File: config.mk
export PLATFORM = sky130hd
export DESIGN_NAME = pie_top
export DESIGN_NICKNAME = d
export VERILOG_FILES = /design/src/core/pie_pkg.sv /design/src/core/pie_stream_if.sv /design/src/core/pie_fifo.sv /design/src/core/pie_lem.sv /design/src/core/pie_top.sv
export SDC_FILE = /design/constraint.sdc
export NUM_CORES = 1
export LEC_CHECK = 0
export BUFFER_PORTS_ARGS = -buffer_cell sky130_fd_sc_hd__buf_2
export CAP_MARGIN = 25
export CELL_PAD_IN_SITES_DETAIL_PLACEMENT = 0
export CELL_PAD_IN_SITES_GLOBAL_PLACEMENT = 2
export CORE_MARGIN = 4
export CORE_UTILIZATION = 45
export DETAILED_ROUTE_END_ITERATION = 10
export PLACE_DENSITY = 0.94
export SETUP_SLACK_MARGIN = 0.1
export SLEW_MARGIN = 5
export SYNTH_ARGS = -nofsm -noshare
export SYNTH_HDL_FRONTEND = slang
export SYNTH_HIERARCHICAL = 1
export SYNTH_SLANG_ARGS = --single-unit
File: constraint.sdc
create_clock -name core_clk_i -period 6.7 [get_ports core_clk_i]
set_clock_uncertainty 0.05 [all_clocks]
set_input_delay 1.34 -clock core_clk_i [delete_from_list [all_inputs] [get_ports core_clk_i]]
set_output_delay 1.34 -clock core_clk_i [all_outputs]
set_load 0.03 [all_outputs]
File: src/core/pie_pkg.sv
package pie_pkg;
  // decoded 4b symbol codes, control flag separate
  localparam logic [3:0] SYM_I = 4'ha;
  localparam logic [3:0] SYM_H = 4'h1;
  localparam logic [3:0] SYM_J = 4'hd;
  localparam logic [3:0] SYM_K = 4'hd;
  localparam logic [3:0] SYM_V = 4'h0;
  localparam logic [3:0] SYM_R = 4'h6;
  localparam logic [3:0] SYM_S = 4'h7;
  localparam logic [3:0] SYM_T = 4'h5;
  localparam logic [3:0] SYM_Q = 4'h2;
  // second-nibble code of K distinguishes it from J
  localparam logic [3:0] SYM_K2 = 4'he;
  // line state codes
  localparam logic [2:0] LS_ALS = 3'h0;
  localparam logic [2:0] LS_ILS = 3'h1;
  localparam logic [2:0] LS_NSD = 3'h2;
  localparam logic [2:0] LS_ULS = 3'h3;
  localparam logic [2:0] LS_MLS = 3'h4;
  localparam logic [2:0] LS_HLS = 3'h5;
  localparam logic [2:0] LS_QLS = 3'h6;
  localparam logic [2:0] LS_NLS = 3'h7;
  // receive state prefixes and fixed codes
  localparam logic [3:0] RS_PHY_INV = 4'h3;
  localparam logic [3:0] RS_IDLE = 4'hb;
  localparam logic [3:0] DATA_ZERO = 4'h0;
  localparam logic [7:0] CODE_EB_ERR = 8'h3b;
  localparam logic [7:0] CODE_SMT_LSU = 8'h3a;
  localparam logic [7:0] CODE_SCRUB = 8'hb8;
  localparam int CNT_W = 16;
  localparam int FIFO_W = 9;
  localparam int FIFO_D = 16;
  localparam logic [CNT_W-1:0] CNT_ZERO = 16'h0000;
  localparam logic [CNT_W-1:0] CNT_ONE = 16'h0001;
endpackage : pie_pkg

File: src/core/pie_stream_if.sv
`timescale 1ns/100ps
`default_nettype none
interface pie_stream_if;
  logic valid;
  logic ready;
  logic [8:0] data;
  modport src (output valid, output data, input ready);
  modport snk (input valid, input data, output ready);
endinterface : pie_stream_if
`default_nettype wire

File: src/core/pie_fifo.sv
`timescale 1ns/100ps
`default_nettype none
module pie_fifo #(
  parameter int WIDTH = 9,
  parameter int DEPTH = 16
) (
  input wire logic core_clk_i,
  input wire logic rst_i,
  pie_stream_if.snk in_s,
  output logic out_valid_o,
  input wire logic out_ready_i,
  output logic [WIDTH-1:0] out_data_o
);
  localparam int AW = $clog2(DEPTH);
  logic [WIDTH-1:0] mem_reg [DEPTH];
  logic [AW-1:0] wr_reg;
  logic [AW-1:0] rd_reg;
  logic [AW:0] cnt_reg;
  logic push;
  logic pop;
  assign in_s.ready = (cnt_reg != DEPTH[AW:0]);
  assign out_valid_o = (cnt_reg != '0);
  assign push = in_s.valid && in_s.ready;
  assign pop = out_valid_o && out_ready_i;
  assign out_data_o = mem_reg[rd_reg];
  always_ff @(posedge core_clk_i) begin
    if (push) begin
      mem_reg[wr_reg] <= in_s.data;
    end
  end
  always_ff @(posedge core_clk_i or posedge rst_i) begin
    if (rst_i) begin
      wr_reg <= '0;
      rd_reg <= '0;
      cnt_reg <= '0;
    end else begin
      if (push) begin
        wr_reg <= wr_reg + 1'b1;
      end
      if (pop) begin
        rd_reg <= rd_reg + 1'b1;
      end
      if (push && !pop) begin
        cnt_reg <= cnt_reg + 1'b1;
      end else if (pop && !push) begin
        cnt_reg <= cnt_reg - 1'b1;
      end
    end
  end
endmodule : pie_fifo
`default_nettype wire

File: src/core/pie_lem.sv
`timescale 1ns/100ps
`default_nettype none
module pie_lem (
  input wire logic core_clk_i,
  input wire logic rst_i,
  input wire logic load_i,
  input wire logic [15:0] threshold_i,
  input wire logic link_err_i,
  input wire logic snap_i,
  output logic [15:0] snapshot_o,
  output logic expired_o
);
  logic [15:0] cnt_reg;
  always_ff @(posedge core_clk_i or posedge rst_i) begin
    if (rst_i) begin
      cnt_reg <= pie_pkg::CNT_ZERO;
    end else if (load_i) begin
      cnt_reg <= threshold_i; // RQ1
    end else if (link_err_i && cnt_reg != pie_pkg::CNT_ZERO) begin
      cnt_reg <= cnt_reg - pie_pkg::CNT_ONE; // RQ1 RQ18
    end
  end
  always_ff @(posedge core_clk_i or posedge rst_i) begin
    if (rst_i) begin
      snapshot_o <= pie_pkg::CNT_ZERO;
    end else if (snap_i) begin
      snapshot_o <= cnt_reg; // RQ2
    end
  end
  assign expired_o = (cnt_reg == pie_pkg::CNT_ZERO);
endmodule : pie_lem
`default_nettype wire

File: src/core/pie_top.sv
// Summary of operation
// (RQ1) link error counter counts down from threshold on each link error
// (RQ2) software captures a snapshot of the link error count
// (RQ3) noise on signal without clock, or invalid byte in invalid state
// (RQ4) noise when a data or R/S/T control pair follows an idle pair
// (RQ5) invalid state: halt, quiet, master, noise, or unknown after active/idle
// (RQ6) link errors: bad pairs in active, signal loss, non II/JK in idle
// (RQ7) flag sets on HH, NH, RH, SH, TH in active
// (RQ8) flag clears on JK in active/idle or on unknown-state error
// (RQ9) unknown after active with flag, no stuff, not HH/HI/II/JK errs
// (RQ10) JK enters active; data bytes control 0, others control 1
// (RQ11) mixed byte has data nibble zeroed and is sent as control
// (RQ12) idle state gives idle code, known if both idle else unknown
// (RQ13) line code is receive state, known bit b3, current line state b2-0
// (RQ14) other states give invalid code, known only if both match
// (RQ15) stuff byte: known idle in idle, invalid code elsewhere
// (RQ16) fixed codes for buffer error, unknown-state connection, scrub
// (RQ17) noise counter decrements on noise/unknown/active, reloads on JK, T, signal loss or other states
// (RQ18) link error counter sticks at zero until reloaded
`timescale 1ns/100ps
`default_nettype none
module pie_top (
  input wire logic core_clk_i,
  input wire logic rst_i,
  input wire logic sig_detect_i,
  input wire logic clk_detect_i,
  input wire logic sym_valid_i,
  input wire logic [3:0] sym1_i,
  input wire logic sym1_ctl_i,
  input wire logic [3:0] sym2_i,
  input wire logic sym2_ctl_i,
  input wire logic [2:0] line_state_i,
  input wire logic stuff_byte_i,
  input wire logic elasticity_buf_err_i,
  input wire logic smt_lsu_conn_i,
  input wire logic scrub_pair_i,
  input wire logic lem_load_i,
  input wire logic [15:0] link_err_threshold_i,
  input wire logic lem_snap_i,
  output logic [15:0] link_err_count_snapshot_o,
  output logic lem_expired_o,
  input wire logic [15:0] noise_threshold_i,
  output logic noise_expired_o,
  output logic noise_event_o,
  output logic link_err_o,
  output logic link_err_flag_o,
  output logic ind_valid_o,
  input wire logic ind_ready_i,
  output logic [8:0] ind_data_o,
  output logic sym_ready_o
);
  ////////////////////////////////////////////////////////////////////////
  // pin synchronisers for the detect inputs
  logic [1:0] sd_sync_reg;
  logic [1:0] cd_sync_reg;
  logic sd;
  logic cd;
  always_ff @(posedge core_clk_i or posedge rst_i) begin
    if (rst_i) begin
      sd_sync_reg <= 2'h0;
      cd_sync_reg <= 2'h0;
    end else begin
      sd_sync_reg <= {sd_sync_reg[0], sig_detect_i};
      cd_sync_reg <= {cd_sync_reg[0], clk_detect_i};
    end
  end
  assign sd = sd_sync_reg[1];
  assign cd = cd_sync_reg[1];
  ////////////////////////////////////////////////////////////////////////
  // symbol classification
  logic take;
  logic is_ii;
  logic is_jk;
  logic is_hh;
  logic is_hi;
  logic data1;
  logic data2;
  logic any_b;
  logic mixed;
  logic bad_active;
  logic flag_set;
  logic match1;
  logic match2;
  logic [2:0] ls;
  logic [2:0] prev_line_state_reg;
  logic prev_byte_ii_reg;
  logic link_err_flag_reg;
  logic phy_invalid_cond;
  logic uls_err;
  function automatic logic is_c(input logic ctl, input logic [3:0] s,
                                input logic [3:0] code);
    is_c = ctl && (s == code);
  endfunction : is_c
  // n + r + s + t; idle is not included
  function automatic logic is_a(input logic ctl, input logic [3:0] s);
    is_a = !ctl || is_c(ctl, s, pie_pkg::SYM_R) ||
           is_c(ctl, s, pie_pkg::SYM_S) || is_c(ctl, s, pie_pkg::SYM_T);
  endfunction : is_a
  // symbol consistent with a non-active line state
  function automatic logic ls_match(input logic ctl, input logic [3:0] s,
                                    input logic [2:0] st);
    case (st)
      pie_pkg::LS_HLS: ls_match = is_c(ctl, s, pie_pkg::SYM_H);
      pie_pkg::LS_QLS: ls_match = is_c(ctl, s, pie_pkg::SYM_Q);
      pie_pkg::LS_MLS: ls_match = is_c(ctl, s, pie_pkg::SYM_H) ||
                                  is_c(ctl, s, pie_pkg::SYM_Q);
      pie_pkg::LS_ILS: ls_match = is_c(ctl, s, pie_pkg::SYM_I);
      default: ls_match = 1'b0;
    endcase
  endfunction : ls_match
  assign take = sym_valid_i && sym_ready_o;
  assign ls = line_state_i;
  assign data1 = !sym1_ctl_i;
  assign data2 = !sym2_ctl_i;
  assign is_ii = is_c(sym1_ctl_i, sym1_i, pie_pkg::SYM_I) &&
                 is_c(sym2_ctl_i, sym2_i, pie_pkg::SYM_I);
  assign is_jk = is_c(sym1_ctl_i, sym1_i, pie_pkg::SYM_J) &&
                 is_c(sym2_ctl_i, sym2_i, pie_pkg::SYM_K2);
  assign is_hh = is_c(sym1_ctl_i, sym1_i, pie_pkg::SYM_H) &&
                 is_c(sym2_ctl_i, sym2_i, pie_pkg::SYM_H);
  assign is_hi = is_c(sym1_ctl_i, sym1_i, pie_pkg::SYM_H) &&
                 is_c(sym2_ctl_i, sym2_i, pie_pkg::SYM_I);
  assign any_b = is_a(sym1_ctl_i, sym1_i) && is_a(sym2_ctl_i, sym2_i);
  assign mixed = data1 ^ data2;
  assign match1 = ls_match(sym1_ctl_i, sym1_i, ls);
  assign match2 = ls_match(sym2_ctl_i, sym2_i, ls);
  assign phy_invalid_cond = (ls == pie_pkg::LS_HLS) ||
    (ls == pie_pkg::LS_QLS) || (ls == pie_pkg::LS_MLS) ||
    (ls == pie_pkg::LS_NLS) || ((ls == pie_pkg::LS_ULS) &&
    ((prev_line_state_reg == pie_pkg::LS_ALS) ||
     (prev_line_state_reg == pie_pkg::LS_ILS))); // RQ5
  // idle followed by a non-idle, violation in either half, or broken halt
  assign bad_active =
    (is_c(sym1_ctl_i, sym1_i, pie_pkg::SYM_I) &&
     !is_c(sym2_ctl_i, sym2_i, pie_pkg::SYM_I)) ||
    is_c(sym1_ctl_i, sym1_i, pie_pkg::SYM_V) ||
    is_c(sym2_ctl_i, sym2_i, pie_pkg::SYM_V) ||
    (is_c(sym1_ctl_i, sym1_i, pie_pkg::SYM_H) &&
     !is_c(sym2_ctl_i, sym2_i, pie_pkg::SYM_H));
  assign flag_set = (ls == pie_pkg::LS_ALS) &&
    is_c(sym2_ctl_i, sym2_i, pie_pkg::SYM_H) && (data1 ||
    is_c(sym1_ctl_i, sym1_i, pie_pkg::SYM_H) ||
    is_c(sym1_ctl_i, sym1_i, pie_pkg::SYM_R) ||
    is_c(sym1_ctl_i, sym1_i, pie_pkg::SYM_S) ||
    is_c(sym1_ctl_i, sym1_i, pie_pkg::SYM_T)); // RQ7
  assign uls_err = (ls == pie_pkg::LS_ULS) &&
    (prev_line_state_reg == pie_pkg::LS_ALS) && link_err_flag_reg &&
    !stuff_byte_i && !(is_hh || is_hi || is_ii || is_jk); // RQ9
  ////////////////////////////////////////////////////////////////////////
  // noise and link error events
  logic noise_next;
  logic lerr_next;
  always_comb begin
    noise_next = sd && !cd; // RQ3
    if (sd && cd && phy_invalid_cond && !(is_ii || is_jk || any_b)) begin
      noise_next = 1'b1; // RQ3
    end
    if (sd && cd && !phy_invalid_cond && prev_byte_ii_reg && any_b) begin
      noise_next = 1'b1; // RQ4
    end
    lerr_next = 1'b0;
    if (ls == pie_pkg::LS_ALS && (bad_active || !sd)) begin
      lerr_next = 1'b1; // RQ6
    end
    if (ls == pie_pkg::LS_ILS && (!(is_ii || is_jk) || !sd)) begin
      lerr_next = 1'b1; // RQ6
    end
    if (uls_err) begin
      lerr_next = 1'b1; // RQ9
    end
  end
  always_ff @(posedge core_clk_i or posedge rst_i) begin
    if (rst_i) begin
      noise_event_o <= 1'b0;
      link_err_o <= 1'b0;
    end else begin
      noise_event_o <= take && noise_next;
      link_err_o <= take && lerr_next;
    end
  end
  // set wins over a clear in the same byte
  always_ff @(posedge core_clk_i or posedge rst_i) begin
    if (rst_i) begin
      link_err_flag_reg <= 1'b0;
    end else if (take) begin
      if (flag_set) begin
        link_err_flag_reg <= 1'b1; // RQ7
      end else if ((is_jk && (ls == pie_pkg::LS_ALS ||
                   ls == pie_pkg::LS_ILS)) || uls_err) begin
        link_err_flag_reg <= 1'b0; // RQ8
      end
    end
  end
  assign link_err_flag_o = link_err_flag_reg;
  always_ff @(posedge core_clk_i or posedge rst_i) begin
    if (rst_i) begin
      prev_line_state_reg <= pie_pkg::LS_QLS;
      prev_byte_ii_reg <= 1'b0;
    end else if (take) begin
      prev_byte_ii_reg <= is_ii;
      if (ls != pie_pkg::LS_ULS) begin
        prev_line_state_reg <= ls;
      end
    end
  end
  ////////////////////////////////////////////////////////////////////////
  // noise counter; expiry flags a line state held too long
  logic [15:0] noise_cnt_reg;
  logic noise_dec;
  assign noise_dec = (ls == pie_pkg::LS_NLS) || (ls == pie_pkg::LS_ULS) ||
                     (ls == pie_pkg::LS_ALS);
  always_ff @(posedge core_clk_i or posedge rst_i) begin
    if (rst_i) begin
      noise_cnt_reg <= pie_pkg::CNT_ZERO;
    end else if (take) begin
      if (!sd || !noise_dec || is_jk ||
          is_c(sym1_ctl_i, sym1_i, pie_pkg::SYM_T)) begin
        noise_cnt_reg <= noise_threshold_i; // RQ17
      end else if (noise_cnt_reg != pie_pkg::CNT_ZERO) begin
        noise_cnt_reg <= noise_cnt_reg - pie_pkg::CNT_ONE; // RQ17
      end
    end
  end
  assign noise_expired_o = (noise_cnt_reg == pie_pkg::CNT_ZERO);
  pie_lem u_lem (
    .core_clk_i(core_clk_i),
    .rst_i(rst_i),
    .load_i(lem_load_i),
    .threshold_i(link_err_threshold_i),
    .link_err_i(link_err_o),
    .snap_i(lem_snap_i),
    .snapshot_o(link_err_count_snapshot_o),
    .expired_o(lem_expired_o)
  ); // RQ1 RQ2 RQ18
  ////////////////////////////////////////////////////////////////////////
  // indicate code builder: {control, hi nibble, lo nibble}
  logic [8:0] code;
  always_comb begin
    code = {1'b1, pie_pkg::RS_PHY_INV, 1'b1, ls};
    if (elasticity_buf_err_i) begin
      code = {1'b1, pie_pkg::CODE_EB_ERR}; // RQ16
    end else if (smt_lsu_conn_i) begin
      code = {1'b1, pie_pkg::CODE_SMT_LSU}; // RQ16
    end else if (scrub_pair_i) begin
      code = {1'b1, pie_pkg::CODE_SCRUB}; // RQ16
    end else if (ls == pie_pkg::LS_ALS && !stuff_byte_i) begin
      if (data1 && data2) begin
        code = {1'b0, sym1_i, sym2_i}; // RQ10
      end else if (mixed) begin
        code = {1'b1, data1 ? pie_pkg::DATA_ZERO : sym1_i,
                data2 ? pie_pkg::DATA_ZERO : sym2_i}; // RQ11
      end else begin
        code = {1'b1, sym1_i, sym2_i}; // RQ10
      end
    end else if (ls == pie_pkg::LS_ILS) begin
      code = {1'b1, pie_pkg::RS_IDLE, !(is_ii || stuff_byte_i),
              pie_pkg::LS_ILS}; // RQ12 RQ13 RQ15
    end else begin
      // stuff bytes outside idle report known against current state
      code = {1'b1, pie_pkg::RS_PHY_INV,
              !((match1 && match2) || stuff_byte_i), ls}; // RQ14 RQ15
    end
  end
  ////////////////////////////////////////////////////////////////////////
  // output buffering; a full fifo stalls the decoder
  pie_stream_if ind_s ();
  assign ind_s.valid = sym_valid_i;
  assign ind_s.data = code;
  assign sym_ready_o = ind_s.ready;
  pie_fifo #(
    .WIDTH(pie_pkg::FIFO_W),
    .DEPTH(pie_pkg::FIFO_D)
  ) u_fifo (
    .core_clk_i(core_clk_i),
    .rst_i(rst_i),
    .in_s(ind_s),
    .out_valid_o(ind_valid_o),
    .out_ready_i(ind_ready_i),
    .out_data_o(ind_data_o)
  );
endmodule : pie_top
`default_nettype wire

==> results.txt, run 1 <==
status -> complete, no violations
HP Class -> register to register
die footprint -> 0.0249 mm^2
Syn Nets -> 825
DRT iter0 DRCs -> 425
Max clock buf depth -> 3
Synth Area in Adders -> 0.0169
largest net degree at the start of global routing -> 33
CTS hold repair buffers -> 0
Main synth FF type -> edfxtp_1
Max Slew Vio Count -> 0
worst path bufs/invs -> 2
Power Density -> 372 mW/mm^2
Cell Area, Placed -> 0.0109 mm^2
unique cell type count in the Yosys netlist -> 74
Mean Syn Cell Area -> 13.4 um^2
mux contribution to synthesized area -> 0.108
Die W -> 158 um
vias in the first global route -> 6685
setup slack, reg-to-reg -> 3830 ps
top cells by area, synth -> edfxtp_1 43%, dfrtp_1 17%, mux2i_1 4.7%
Tot GR Track Use -> 0.192
xor and xnor area share after synthesis -> 0.00955
design area -> 0.0117 mm^2
Post-Synthesis Cells -> 755
Initial Utilization -> 0.460
CP max stage delay -> 710 ps
simple-gate share of the synthesized area -> 0.119
post-synthesis compound-gate area fraction -> 0.104
Leak -> 4.44 nW
CTS tree -> yes
Rows -> 54
Max VDD drop -> 204 uV
crit path max fanout -> 12
Synth top cells by count -> 144 x edfxtp_1, 70 x dfrtp_1, 52 x nor2_1
setup bufs post-CTS -> 0
synthesized flop and latch total -> 216
CP max-delay cell -> dfrtp_1
R2R cell count -> 10
sequential share of the synthesized area -> 0.607
initial antenna violation count -> 3
RSZ-0062 raised after global routing -> false
CTS sink count -> 216
number of synthesized flops with an enable pin -> 144
DRC -> 0
share of cells above drive strength 1 -> 0.248
Final setup viols -> 0
io pins -> 89
Root Buffer -> clkbuf_16
Max Cap Viol -> 0
Setup CP Type -> register to primary output
fmax -> 239 MHz
count leader, synth -> edfxtp_1
Reg clk slew, reported paths -> 60 ps
IO Port Bufs -> 88
gp weighted congestion -> 0.826
Yosys top cell area share -> 0.428
Clock Latency Late Sink -> 520 ps
r2r endpoint -> u_fifo/cnt_reg[4]
crit start category -> register
H-Tree Depth -> 1
Filler Cell Count -> 1843
Post-CTS Resized -> 0
Worst slew margin -> 0.275
largest family of logic cells by synthesized area -> simple AND/OR/NAND/NOR gates
Num CTS Buffers -> 23
Area growth syn-to-layout -> 15.5%
Core ar. -> 0.0220 mm^2
routed vias/inst -> 5.72
worst path cell trace -> and2_1 -> buf_8 -> a221oi_2 -> a22oi_1 -> nand2_1 -> buf_2
total grt overflow -> 0
Tcrit/Tclk final -> 0.624
Synth Warn # -> 6
DRT Wirelength -> 23400 um
Syn Std Cell Area -> 0.0101 mm^2
Final #Nets -> 929
Worst EP arrival -> 2790 ps
Detail Placement HPWL -> 15800 um
Hold Vio Cnt, Final -> 0
worst reg2reg startpoint -> u_fifo/cnt_reg[0]
Largest register FFs -> 144
worst-margin pin slew -> 1080 ps
hold path depth -> 0
CP Capture Type -> primary output
ANT nets after route -> 0
largest delay contributor family on the critical path -> simple AND/OR/NAND/NOR gates
via count -> 6625
share of flip-flops with an asynchronous set or reset -> 0.333
post-DR wirelength/cell -> 20.2 um
hold path start -> cd_sync_reg[0]
first-pass GRT wire length -> 37400 um
TritonRoute pass-1 iters -> 5
Die H -> 158 um
hold path endpoint -> cd_sync_reg[1]
min cycle time layout -> 4180 ps
area leader, netlist -> edfxtp_1
Data required, critical path -> 5310 ps
final setup TNS -> 0 ps
## cells in the final DEF, fill, tap and decap left out, types with 7 or more instances in the layout
cell and instances:
edfxtp_1 144, buf_2 88, dfrtp_1 69, nor2_1 52
nand2_1 49, mux2i_1 47, o21ai_0 37, inv_1 30
buf_4 24, a21oi_1 23, clkbuf_16 23, mux2_2 18
nand4_1 16, nand3_1 14, mux4_2 14, ha_1 12
nor3_1 11, a22oi_1 11, xnor2_1 10, nor4_1 9
a221oi_2 9, a221oi_1 9, a31oi_1 8, nor4b_1 7
## logic make-up after synthesis
logic type      after synthesis
buf+inv                      70
flops                       216
xor+xnor                     11
mux                          83
fa+ha+maj                    13
compound gates              144
simple gates                218
## cell type report
type / count / area (um^2) / share of cell area
Inverter: 33 / 124 / 0.0106
Timing Repair Buffer: 116 / 678 / 0.0582
Multi-Input combinational cell: 469 / 3620 / 0.310
Clock inverter: 12 / 108 / 0.00923
Clock buffer: 30 / 642 / 0.0551
Sequential cell: 216 / 6130 / 0.526
Tap cell: 280 / 350 / 0.0301
Antenna cell: 2 / 5.00 / 0.000429
## through the flow
stage	worst slack, ps	hold slack [ps]	instances	power [mW]	util
global placement	2640	283	1107	3.08	0.493
detailed placement	3150	292	1112	3.13	0.496
floorplan	3510	281	755	2.77	-
global route	2400	316	1158	4.57	0.531
CTS	2550	306	1154	4.38	0.530
finish	2520	300	1158	4.34	0.531
## layer usage
layer	GRT usage	wire length, um	up-vias
li1	-	-	3135
met2	0.318	11300	190
met5	0	7	-
met3	0.0344	1460	34
met4	0.0447	465	2
met1	0.265	10100	3264
## worst max path at each step
stage | from | to | slack (ps) | depth (start not counted)
2_1_floorplan | line_state_i[1] | noise_cnt_reg[7] | 3510 | 7
3_3_place_gp | u_fifo/rd_reg[0] | ind_data_o[7] | 2640 | 5
3_5_place_dp | u_fifo/rd_reg[2] | ind_data_o[4] | 3150 | 6
4_1_cts | u_fifo/rd_reg[2] | ind_data_o[3] | 2550 | 6
5_1_grt | u_lem/cnt_reg[6] | lem_expired_o | 2400 | 4
6_report | u_fifo/rd_reg[2] | ind_data_o[3] | 2520 | 6
## worst reg2reg max path: cells and delay by family, from the launching register on
family | cells | cell delay [ps]
AOI/OAI and AO/OA | 2 | 360
xor gates and xnor gates | 1 | 140
adders and majority gates | 2 | 620
buffers and inverters | 1 | 110
DFF | 1 | 460
muxes | 1 | 240
and+or+nand+nor | 3 | 800
## report_power, final
group	internal [mW]	switching (mW)	total, mW
sequential	1.61	0.162	1.77
clock	0.721	0.517	1.24
combinational	0.538	0.794	1.33
Note: power is estimated with default switching activity, not from simulation.
==> run 2, diff against run 1 <==
--- a/config.mk
+++ b/config.mk
@@ -10,9 +10,9 @@
 export CELL_PAD_IN_SITES_DETAIL_PLACEMENT = 0
 export CELL_PAD_IN_SITES_GLOBAL_PLACEMENT = 2
 export CORE_MARGIN = 4
-export CORE_UTILIZATION = 45
+export CORE_UTILIZATION = 38
 export DETAILED_ROUTE_END_ITERATION = 10
-export PLACE_DENSITY = 0.94
+export PLACE_DENSITY = 0.85
 export SETUP_SLACK_MARGIN = 0.1
 export SLEW_MARGIN = 5
 export SYNTH_ARGS = -nofsm -noshare
==> constraint.sdc (replaced) <==
create_clock -name core_clk_i -period 3.5 [get_ports core_clk_i]
set_clock_uncertainty 0.05 [all_clocks]
set_input_delay 0.7 -clock core_clk_i [delete_from_list [all_inputs] [get_ports core_clk_i]]
set_output_delay 0.7 -clock core_clk_i [all_outputs]
set_load 0.03 [all_outputs]
==> results.txt, run 2 (synthesis gave the netlist of run 1 again) <==
Die W -> 171 um (+8.4%)
post-DR wirelength/cell -> 19.6 um (-2.7%)
DRT Wirelength -> 24000 um (+2.6%)
routed vias/inst -> 5.49 (-4.1%)
RSZ-0062 raised after global routing -> false
Reg clk slew, reported paths -> 70 ps (about the same)
Core ar. -> 0.0261 mm^2 (+19%)
Max Cap Viol -> 0 (unchanged)
Internal Power -> 5.44 mW (+90%)
DRT iter0 DRCs -> 486 (+14%)
die footprint -> 0.0292 mm^2 (+17%)
Net Switching -> 2.88 mW (+96%)
crit start category -> register
final setup TNS -> 0 ps (unchanged)
worst path cell trace -> inv_1 -> ha_2 -> or3b_2 -> or4_4 -> inv_4 -> clkbuf_4
Final setup viols -> 0 (unchanged)
CTS sink count -> 216 (unchanged)
IO Port Bufs -> 88 (unchanged)
Post-Layout Cell Count -> 1221 (+5.4%)
CTS hold repair buffers -> 0 (unchanged)
CP Capture Type -> primary output
Worst slew margin -> 0.410 (+0.135)
Initial Utilization -> 0.387 (-0.0723)
via count -> 6699 (+1.1%)
total grt overflow -> 0 (unchanged)
Max Slew Vio Count -> 0 (unchanged)
largest net degree at the start of global routing -> 35 (+6.1%)
DRC -> 0 (unchanged)
DP Cell Count -> 1171 (+5.3%)
Num CTS Buffers -> 24 (+4.3%)
status -> complete, no violations
fmax -> 303 MHz
Detail Placement HPWL -> 16100 um (+2.2%)
most frequent cells in the layout -> 144 x edfxtp_1, 87 x buf_2, 69 x dfrtp_1
Rows -> 59 (+9.3%)
HP Class -> input pin to async pin
Largest register FFs -> 144 (unchanged)
Seq pwr share -> 0.406 (-0.002)
gp weighted congestion -> 0.811 (-1.8%)
CTS tree -> yes
Tcrit/Tclk final -> 0.944
final worst slack -> 197 ps (-2330 ps)
Max clock buf depth -> 3 (unchanged)
Max VDD drop -> 509 uV (+150%)
Worst Setup Slack post-DPL -> 593 ps (-2550 ps)
ANT nets after route -> 0 (unchanged)
worst-margin pin slew -> 882 ps (-201 ps)
clock share of power -> 0.282 (-0.003)
CP max-delay cell -> or4_4
commonest non-fill, non-tap cell in the layout -> edfxtp_1
Leak -> 4.48 nW (+0.83%)
io pins -> 89 (unchanged)
first-pass GRT wire length -> 37700 um (+0.79%)
Die H -> 171 um (+8.4%)
Setup CP Type -> register to primary output
initial antenna violation count -> 1 (-2)
Data required, critical path -> 2750 ps (-2560 ps)
vias in the first global route -> 6672 (-0.19%)
Worst EP arrival -> 2550 ps (-240 ps)
Net Sw Frac -> 0.346 (+0.00677)
Power Density -> 705 mW/mm^2 (+89%)
share of cells above drive strength 1 -> 0.260 (+0.0122)
Gate power share -> 0.312 (+0.005)
TritonRoute pass-1 iters -> 5 (unchanged)
Root Buffer -> clkbuf_16
Tot GR Track Use -> 0.163 (-0.0288)
min cycle time layout -> 3300 ps
final hold slack -> 176 ps (-125 ps)
Clock Latency Late Sink -> 520 ps (about the same)
Area growth syn-to-layout -> 16.8%
CP max stage delay -> 540 ps (-170 ps)
Hold Vio Cnt, Final -> 0 (unchanged)
Final #Nets -> 937 (+0.86%)
crit path max fanout -> 9 (-3)
H-Tree Depth -> 1 (unchanged)
## run 2: final cells by class
class | count | area [um^2]
fillers | 2348 | 14300
flip-flops and latches | 216 | 6130
multi-input cells | 469 | 3620
repair buffers | 123 | 746
clock buffers | 31 | 647
well taps | 335 | 419
inverters | 33 | 126
clock inverters | 13 | 96.3
diodes | 1 | 2.50
## run 2: path summary, 6_finish.rpt
check	end	slack [ps]	cells past startpoint	start
min in group core_clk_i	sd_sync_reg[0]	250	1	sig_detect_i
worst min-delay path	noise_cnt_reg[4]	180	2	rst_i
worst max-delay path	noise_expired_o	200	6	noise_cnt_reg[0]
worst max register to register	u_fifo/cnt_reg[4]	560	10	u_fifo/cnt_reg[0]
worst min register to register	sd_sync_reg[1]	300	0	sd_sync_reg[0]
max in group asynchronous	prev_line_state_reg[1]	2660	3	rst_i
## run 2: layer usage
layer	global-route usage	wire length [um]	up-vias
met5	0	0	-
met4	0.0403	431	0
met3	0.0259	1290	34
met2	0.259	11300	185
met1	0.235	11000	3314
li1	-	-	3166
## run 2: timing repair
item | 4_1_cts | 5_1_grt
endpoints found under the setup margin | 1 | 8
pin swaps | 0 | 1
resized for setup | 1 | 3
buffers inserted | 0 | 3
## run 2: worst max-delay path, delay by kind of cell (launching register included)
kind,cells,cell delay (ps)
adder cells (fa/ha/maj),1,220
buffers and inverters,3,400
flip-flops,1,410
AND/OR/NAND/NOR,2,1000
## run 2: power by group through the flow
stage | logic, mW | clock network [mW] | registers [mW]
after floorplan | 1.97 | 0 | 3.33
after global placement | 2.52 | 0 | 3.44
after detailed placement | 2.55 | 0 | 3.45
after CTS | 2.55 | 2.42 | 3.41
after global routing | 2.82 | 2.53 | 3.42
final | 2.59 | 2.35 | 3.37
## run 2: stage by stage
step / power, mW / util / area (um^2)
3_5_place_dp: 6.00 / 0.422 / 11000
3_3_place_gp: 5.97 / 0.420 / 11000
2_1_floorplan: 5.31 / - / 10100
4_1_cts: 8.38 / 0.450 / 11700
5_1_grt: 8.77 / 0.453 / 11800
6_report: 8.32 / 0.453 / 11800
